File: src/decode_user_pkg.sv
/*
 * constants, reset values and helper functions shared by the decoder user logic.
 * assumes the decoding elements outside are purely combinational.
 */
package decode_user_pkg;

	localparam int ADD_W   = 4;
	localparam int ADDR_W  = 4;
	localparam int LINE_N  = 16;
	localparam int MATCH_W = 16;
	localparam int HALF_W  = 8;

	localparam logic       CASCADE_INIT_ON  = 1'b1;
	localparam logic       BIT_RESET        = 1'b0;
	localparam logic [3:0] NIBBLE_RESET     = 4'h0;
	localparam logic [7:0] HALF_RESET       = 8'h00;
	localparam logic [15:0] LINE_RESET      = 16'h0000;

	// per-bit select of a carry-select stage in adder use
	function automatic logic [ADD_W-1:0] adder_select(
		input logic [ADD_W-1:0] opnd_a,
		input logic [ADD_W-1:0] opnd_b
	);
		adder_select = opnd_a ^ opnd_b;
	endfunction : adder_select

	// bits that must match zero are inverted, so an all-ones AND finds the pattern
	function automatic logic [MATCH_W-1:0] match_prep(
		input logic [MATCH_W-1:0] word,
		input logic [MATCH_W-1:0] pattern
	);
		match_prep = word ^ ~pattern;
	endfunction : match_prep

endpackage : decode_user_pkg

File: src/encode_link_if.sv
/*
 * carrier between the top controller and its input encoder.
 * assumes both ends sit on the same clock; the encoder is combinational.
 */
`timescale 1ns/1ps
interface encode_link_if;
	import decode_user_pkg::*;

	logic [ADD_W-1:0]   opnd_a;
	logic [ADD_W-1:0]   opnd_b;
	logic [MATCH_W-1:0] word;
	logic [MATCH_W-1:0] pattern;
	logic [ADD_W-1:0]   select;
	logic [MATCH_W-1:0] decode_in;

	modport encoder (
		input  opnd_a,
		input  opnd_b,
		input  word,
		input  pattern,
		output select,
		output decode_in
	);

	modport ctrl (
		output opnd_a,
		output opnd_b,
		output word,
		output pattern,
		input  select,
		input  decode_in
	);

endinterface : encode_link_if

File: src/decode_user_ctrl.sv
/*
 * user logic that drives the carry-select chain, the one-hot decoder used as a
 * demultiplexer and a two-stage cascadable wide AND used as a pattern matcher.
 * assumes the decoding elements are combinational and that their outputs are
 * settled within one clock period of the registered inputs.
 */
`timescale 1ns/1ps

module decode_user_ctrl (
	input  wire logic                              core_clk_i,
	input  wire logic                              reset_i,
	input  wire logic [decode_user_pkg::ADD_W-1:0]   add_a_i,
	input  wire logic [decode_user_pkg::ADD_W-1:0]   add_b_i,
	input  wire logic                              add_cin_i,
	input  wire logic                              demux_data_i,
	input  wire logic [decode_user_pkg::ADDR_W-1:0]  demux_addr_i,
	input  wire logic [decode_user_pkg::MATCH_W-1:0] match_word_i,
	input  wire logic [decode_user_pkg::MATCH_W-1:0] match_pattern_i,
	input  wire logic                              chain_carry_out_i,
	input  wire logic [decode_user_pkg::LINE_N-1:0]  demux_lines_i,
	input  wire logic                              match_hit_i,
	output logic      [decode_user_pkg::ADD_W-1:0]   direct_in_o,
	output logic      [decode_user_pkg::ADD_W-1:0]   select_o,
	output logic                                   init_direct_in_o,
	output logic                                   gate_enable_o,
	output logic      [decode_user_pkg::ADDR_W-1:0]  address_o,
	output logic      [decode_user_pkg::HALF_W-1:0]  decode_low_o,
	output logic      [decode_user_pkg::HALF_W-1:0]  decode_high_o,
	output logic                                   cascade_init_o,
	output logic                                   carry_o,
	output logic      [decode_user_pkg::LINE_N-1:0]  demux_capture_o,
	output logic                                   match_o
);
	import decode_user_pkg::*;

	encode_link_if link ();

	input_encoder u_encoder (
		.link (link.encoder)
	);

	assign link.opnd_a  = add_a_i;
	assign link.opnd_b  = add_b_i;
	assign link.word    = match_word_i;
	assign link.pattern = match_pattern_i;

	wire logic [HALF_W-1:0] next_decode_low;
	wire logic [HALF_W-1:0] next_decode_high;

	assign next_decode_low  = link.decode_in[HALF_W-1:0];
	assign next_decode_high = link.decode_in[MATCH_W-1:HALF_W];

	// adder stages: operand a on the direct inputs, xor on the selects
	always_ff @(posedge core_clk_i) begin
		if (reset_i) begin
			direct_in_o      <= NIBBLE_RESET;
			select_o         <= NIBBLE_RESET;
			init_direct_in_o <= BIT_RESET;
		end else begin
			direct_in_o      <= add_a_i;
			select_o         <= link.select;
			init_direct_in_o <= add_cin_i;
		end
	end

	// demux: the data bit rides on the gate enable, never on the address
	always_ff @(posedge core_clk_i) begin
		if (reset_i) begin
			gate_enable_o <= BIT_RESET;
			address_o     <= NIBBLE_RESET;
		end else begin
			gate_enable_o <= demux_data_i;
			address_o     <= demux_addr_i;
		end
	end

	// pattern matcher inputs; the second stage's cascade is wired from the
	// first stage's output outside, so only the init stage is driven here
	always_ff @(posedge core_clk_i) begin
		if (reset_i) begin
			decode_low_o   <= HALF_RESET;
			decode_high_o  <= HALF_RESET;
			cascade_init_o <= BIT_RESET;
		end else begin
			decode_low_o   <= next_decode_low;
			decode_high_o  <= next_decode_high;
			cascade_init_o <= CASCADE_INIT_ON;
		end
	end

	// results sampled one cycle after the inputs were launched; registering
	// them costs a cycle of latency but keeps the outside path to one period
	always_ff @(posedge core_clk_i) begin
		if (reset_i) begin
			carry_o         <= BIT_RESET;
			demux_capture_o <= LINE_RESET;
			match_o         <= BIT_RESET;
		end else begin
			carry_o         <= chain_carry_out_i;
			demux_capture_o <= demux_lines_i;
			match_o         <= match_hit_i;
		end
	end
endmodule : decode_user_ctrl

File: src/input_encoder.sv
/*
 * combinational encoder: adder selects and pattern-prepared decode inputs.
 * assumes its results are registered by the controller before leaving the chip.
 */
`timescale 1ns/1ps
module input_encoder (
	encode_link_if.encoder link
);
	import decode_user_pkg::*;

	assign link.select    = adder_select(link.opnd_a, link.opnd_b);
	assign link.decode_in = match_prep(link.word, link.pattern);

endmodule : input_encoder

File: config.mk
export PLATFORM = sky130hd
export DESIGN_NAME = decode_user_ctrl
export DESIGN_NICKNAME = d
export VERILOG_FILES = /design/src/decode_user_pkg.sv /design/src/encode_link_if.sv /design/src/decode_user_ctrl.sv /design/src/input_encoder.sv
export SDC_FILE = /design/constraint.sdc
export NUM_CORES = 1
export LEC_CHECK = 0
export ABC_AREA = 1
export BUFFER_PORTS_ARGS = -buffer_cell sky130_fd_sc_hd__buf_4
export CAP_MARGIN = 20
export CORE_AREA = 2 2 72 74
export CTS_BUF_LIST = sky130_fd_sc_hd__clkbuf_8 sky130_fd_sc_hd__clkbuf_16
export DETAILED_ROUTE_END_ITERATION = 8
export DIE_AREA = 0 0 74 76
export PLACE_DENSITY = 0.74
export SETUP_SLACK_MARGIN = 0.15
export SYNTH_ARGS = -nofsm -noshare
export SYNTH_HDL_FRONTEND = slang
export SYNTH_HIERARCHICAL = 1
export SYNTH_SLANG_ARGS = --single-unit
File: constraint.sdc
create_clock -name core_clk_i -period 0.8 [get_ports core_clk_i]
set_clock_uncertainty 0.05 [all_clocks]
set_input_delay 0.08 -clock core_clk_i [delete_from_list [all_inputs] [get_ports core_clk_i]]
set_output_delay 0.08 -clock core_clk_i [all_outputs]
set_load 0.1 [all_outputs]
* After elaboration in Yosys (flattened, before gate mapping) *
Cells that the tools add are included.

storage, ports and cells
  output and inout port bits = 49
  register bits after elaboration = 49
  logic and storage cells = 15
  input bits = 66

cells by class
  bitwise logic cells = 3
  mux-type cells = 1

operators by type and width
  cell                count
  NOT 16 bit          1
  bitwise XOR 16 bit  1
  bitwise XOR 4 bit   1
  two-way mux 1 bit   1

* Longest topological paths before layout *
Gate-level depths: netlist of the first run.

  depth in word-level cells = 2
  depth in mapped cells = 5
  mapped depth without buffers = 5

* Modules after synthesis *
The synthesis of the first run kept the hierarchy.

by module, submodules not included
  module            area each (um2)  times used  seq. area each (um2)  cells each
  decode_user_ctrl  1378.8           1           980.9                 151
  input_encoder     375.4            1           0.0                   100

* Least setup slack after synthesis of the first run *
No wires, ideal clock.

  kind = register -> output
  start point = register address_o[0] in the netlist's numbering
  end point = output port address_o[0] in the netlist's numbering
  stages on the path, launching flop included = 1
  buffers on the path = 0
  arrival time = 0.909 ns
  required time = 0.670 ns
  slack = -0.239 ns
  path through = dfxtp_1

RTL lines
  item                    RTL line                source
  from (decl)             decode_user_ctrl.sv:26  output logic [decode_user_pkg::ADDR_W-1:0] address_o,
  from (signal assigned)  decode_user_ctrl.sv:73  address_o <= demux_addr_i;

No word-level cell between the ends.

* Worst setup path after layout of the first run *
  start point = register demux_capture_o[2] in the netlist's numbering
  end point = output port demux_capture_o[2] in the netlist's numbering

RTL lines
  item                    RTL line                 source
  from (decl)             decode_user_ctrl.sv:31   output logic [decode_user_pkg::LINE_N-1:0] demux_capture_o,
  from (signal assigned)  decode_user_ctrl.sv:100  demux_capture_o <= demux_lines_i;

No word-level cell between the ends.

==> results of run 1 <==
worst paths after layout:
| path | end | slack (ns) | cells after the start |
|---|---|---|---|
| worst max-delay path | demux_capture_o[2] | -0.16 | 1 |
| worst min-delay path | demux_capture_o[15]$_SDFF_PP0_ | -0.07 | 3 |
registers in the layout, indices dropped and copies added (netlist names):
register / count
demux_capture_o: 16
match_o: 1
select_o: 4
direct_in_o: 4
cascade_init_o: 1
carry_o: 1
gate_enable_o: 1
decode_low_o: 8
address_o: 4
init_direct_in_o: 1
decode_high_o: 8
cell families after synthesis:
kind of cell / after synthesis / synth area share (%)
buffers and inverters: 94 / 21.0
DFF: 49 / 55.9
and+or+nand+nor: 108 / 23.1
report_power, final:
group | switching, mW | internal (mW)
logic | 1.34 | 0.862
clock network | 0.771 | 0.604
registers | 0.119 | 2.52
total | 2.23 | 3.98
cell type report:
cell class,instances,area (um^2)
Timing Repair Buffer,118,1540
Clock inverter,3,17.5
Clock buffer,5,68.8
Multi-Input combinational cell,108,405
Inverter,89,334
Sequential cell,49,1160
Tap cell,70,87.6
Fill cell,339,1290
placed cells by master (no fill, tap or decap), drive strengths merged:
cell and instances:
buf 117, inv 89, nand2 60, dfxtp 49
nor2 48, clkbuf 5, clkinv 2, clkinvlp 1
dlygate4sd3 1
timing repair:
action                                 CTS  global route
pin swaps                                0             0
setup endpoints to repair               49            49
gates resized for setup                147             0
endpoints found under the hold margin   29            28
cloned                                   0             0
per-stage QoR:
| step | area (um^2) | setup slack [ns] | util, % |
|---|---|---|---|
| after floorplan | 1940 | 0.166 | - |
| after global placement | 2910 | 0.0689 | 59.2 |
| after detailed placement | 2910 | 0.0713 | 59.2 |
| after CTS | 3610 | -0.168 | 73.4 |
| after global routing | 3620 | -0.207 | 73.6 |
| final | 3620 | -0.162 | 73.6 |
metal layers:
layer / vias to the layer above / share of wire (%) / wire length (um)
li1: 898 / - / -
met1: 725 / 34 / 1630
met2: 68 / 57 / 2760
met3: 11 / 6.3 / 302
met4: 0 / 2.6 / 126
met5: - / 0 / 0
==> results.tsv, run 1 <==
metric	value	unit
ANT nets after route	0	
Cell Pwr Density	1720	nW/um^2
leakage power	1.99	nW
Pwr Total	6.22	mW
Crit Path Category	reg -> out	
max_cap viols	0	
worst IR drop on VDD	0.000831	V
Die ar.	5620	um^2
Finished Layout Cells	442	
initial antenna violation count	0	
Max transition margin	88.5	%
worst path arrival time	0.83	ns
CP delay by family, top	flip-flops	
largest cells by area after synthesis	dfxtp_1 56%, inv_1 19%, nand2_1 13%, nor2_1 10%, buf_2 0.86%	
CTS sink count	49	
Syn Area/Cell	6.99	um^2
Post-CTS Setup Repair Bufs	0	
grt ovf	0	
RSZ-0062 raised after global routing	true	
critical path capture point type	output port	
DR DRC count	0	
count of final hold-check violations	27	
largest net degree at the start of global routing	19	
iteration-0 DRC count of the detailed router	33	
core box area	4910	um^2
met2 GRT Util	36.0	%
Tot GR Track Use	18.9	%
most frequent cell after synthesis	inv_1	
crit path buf inv count	1	
routed wire length	4.81	mm
worst hold slack	-0.0663	ns
Nets	437	
startpoint types	register	
Slew Limit Fails	0	
diode count	0	
Port Buffers	114	
DR pass1 iterations	6	
Longest Clk Path Bufs	2	
Die W	74	um
vias in the first global route	1820	
Via density	3.85	
Hold Path Origin	demux_lines_i[15]	
clock buffer count from CTS	5	
period utilization	120	%
Crit Path Max Fanout	1	
Least-Margin Pin Slew	0.172	ns
Area Growth Syn to Fin	106	%
Critical Path Source	demux_capture_o[2]$_SDFF_PP0_	
Final setup viols	49	
Clk pin slew, worst setup/hold paths	0.09	ns
Crit path required time	0.67	ns
placed instance count	433	
final worst slack	-0.162	ns
met1 usage	18.6	%
CTS tree	built	
fin crit period	0.962	ns
clock root buffer	clkbuf_8	
slowest cell on the critical path	dfxtp_4	
YS warnings	6	
Netlist cell types	7	
Worst Hold Class	in -> reg	
row count	26	
slowest stage delay, CP	0.37	ns
Fin Setup TNS	-7.11	ns
Yosys top cell area share	55.9	%
post-synthesis sequential area ratio	55.9	%
async set or reset register ratio after synthesis	0	%
gpl congestion	0.776	
Initial Utilization	35.7	%
H-tree lvl count	2	
failing checks	hold timing, setup timing	
flops & latches, synth	49	
Post-DP HPWL	3.33	mm
crit-path cells	buf_12	
predominant post-synthesis flop cell	dfxtp_1	
I/O pin cnt	115	
status	finished with violations	
Via Count	1702	
busiest grt layer	met2	
M3 GR Usage	4.76	%
Synthesized Nets	317	
fraction of layout cells with a size suffix above 1	46.8	%
first-pass GRT wire length	8.22	mm
top cell type by total area after synthesis	dfxtp_1	
die height	76	um
Achievable Freq	1040	MHz
synthesized area	1750	um^2
Synth top cells by count	89 x inv_1, 60 x nand2_1, 49 x dfxtp_1	
WL/cell	10.9	um
Syn Inst Count	251	
number of enable-type register cells in the synthesized netlist	0	
No activity file was read; power rests on OpenSTA's default activity.
==> run 2: changes to the inputs <==
BUFFER_PORTS_ARGS = not set   (was -buffer_cell sky130_fd_sc_hd__buf_4)
CORE_AREA = 2 2 60 62   (was 2 2 72 74)
DIE_AREA = 0 0 62 64   (was 0 0 74 76)
DONT_BUFFER_PORTS = 1   (was not set)
PLACE_DENSITY = 0.71   (was 0.74)
==> run 2 against run 1 <==
  * The flow still finishes with violations (hold timing, setup timing)
  * Critical path depth shrank 1
  * Via count down 20%
  * Global-route usage shrank 1.3 points
  * Sequential power increased by 37%
==> results.tsv, run 2 (synthesis results as in run 1) <==
metric	value	unit
status	finished with violations	
failing checks	hold timing, setup timing	
die height	64	um
Port Buffers	0	
iteration-0 DRC count of the detailed router	66	
biggest regs	demux_capture_o x16, decode_high_o x8, decode_low_o x8	
worst path arrival time	0.83	ns
fraction of layout cells with a size suffix above 1	19.8	%
fin util	71.2	%
Pwr Total	5.32	mW
gpl congestion	0.693	
DP Area	1960	um^2
DR pass1 iterations	4	
CTS sink count	49	
post-route design area	2340	um^2
Gate power share	6.4	%
worst hold slack	-0.210	ns
Slew Limit Fails	0	
DR DRC count	0	
startpoint types	register	
diode count	0	
count of final hold-check violations	20	
Nets	348	
ANT nets after route	0	
CTS tree	built	
RSZ-0062 raised after global routing	true	
area of the multi-input gates	405	um^2
Psw	1.99	mW
Post-DP HPWL	2.31	mm
Max transition margin	80.3	%
routed wire length	3.27	mm
WL/cell	9.93	um
commonest non-fill, non-tap cell in the layout	inv_1	
leakage power	1.38	nW
CTS Hold Buffers Added	29	
FF/Latch Area	1160	um^2
I/O pin cnt	115	
Top reg by flops	demux_capture_o	
Via density	4.13	
clock root buffer	clkbuf_8	
fin crit period	0.965	ns
Achievable Freq	1040	MHz
initial antenna violation count	0	
Clk pin slew, worst setup/hold paths	0.08	ns
Worst Hold Class	in -> reg	
Die ar.	3970	um^2
clock buffer count from CTS	5	
Internal Power	3.33	mW
Fin Setup TNS	-7.66	ns
core box area	3280	um^2
Area Growth Syn to Fin	33.3	%
Finished Layout Cells	329	
H-tree lvl count	2	
Via Count	1360	
first-pass GRT wire length	5.22	mm
period utilization	121	%
final worst slack	-0.165	ns
Initial Utilization	53.4	%
Net Sw Frac	37.3	%
Cell Pwr Density	2280	nW/um^2
Die W	62	um
largest net degree at the start of global routing	50	
Filler Cell Count	265	
max reg flops	16	
max_cap viols	0	
Longest Clk Path Bufs	2	
Final setup viols	49	
Seq pwr share	68.0	%
Tot GR Track Use	17.6	%
row count	21	
Crit Path Category	reg -> out	
critical path capture point type	output port	
Crit Path Max Fanout	1	
most frequent cells in the layout	89 x inv_1, 60 x nand2_1, 49 x dfxtp_4	
Crit path required time	0.67	ns
Clk pwr share	25.6	%
placed instance count	292	
worst IR drop on VDD	0.00163	V
grt ovf	0	
Least-Margin Pin Slew	0.297	ns
vias in the first global route	1321	
## run 2: cell types whose count changed in the layout (fill, tap and decap cells not counted)
cell | previous run | this run
buf_4 | 65 | 0
buf_12 | 52 | 0
dlygate4sd3_1 | 1 | 29
clkinv_1 | 0 | 1
clkinv_2 | 2 | 1
clkinv_4 | 0 | 1
clkinvlp_4 | 1 | 0
## run 2: power groups by stage
stage | clock network [mW] | registers (mW) | logic, mW
2_1_floorplan | 0 | 3.66 | 0.243
3_3_place_gp | 0 | 3.68 | 0.221
3_5_place_dp | 0 | 3.68 | 0.235
4_1_cts | 1.41 | 3.62 | 0.341
5_1_grt | 1.53 | 3.64 | 0.411
6_report | 1.36 | 3.62 | 0.342
## run 2: final timing paths
check	startpoint	end	slack, ns	cells after the start
worst max-delay path	cascade_init_o$_DFF_P_	cascade_init_o	-0.16	0
worst min-delay path	reset_i	select_o[3]$_SDFF_PP0_	-0.21	1
## run 2: final cells by class
class,count,share of cell area [%]
sequential,49,49.8
multi-input combinational,108,17.3
inverter,89,14.3
timing repair buffer,29,12.4
clock buffer,5,2.94
tap,46,2.46
clock inverter,3,0.749
## run 2: layer usage
layer,global-route usage (%),part of all wire (%),vias to the layer above
li1,-,-,721
met1,16.0,36,562
met2,31.6,50,72
met3,8.30,12,5
met4,7.71,1.6,0
met5,0,0,-
## run 2: per-stage QoR
step	hold slack, ns	setup WS [ns]
detailed placement	0.0978	0.154
floorplan	0.127	0.166
global route	-0.228	-0.195
CTS	-0.219	-0.177
finish	-0.210	-0.165
global placement	0.0935	0.154
## run 2: what timing repair did
action	in CTS	in global routing
buffers inserted	0	0
hold endpoints to repair	49	20
cloned	0	0
resized for setup	0	0
endpoints found under the setup margin	49	49
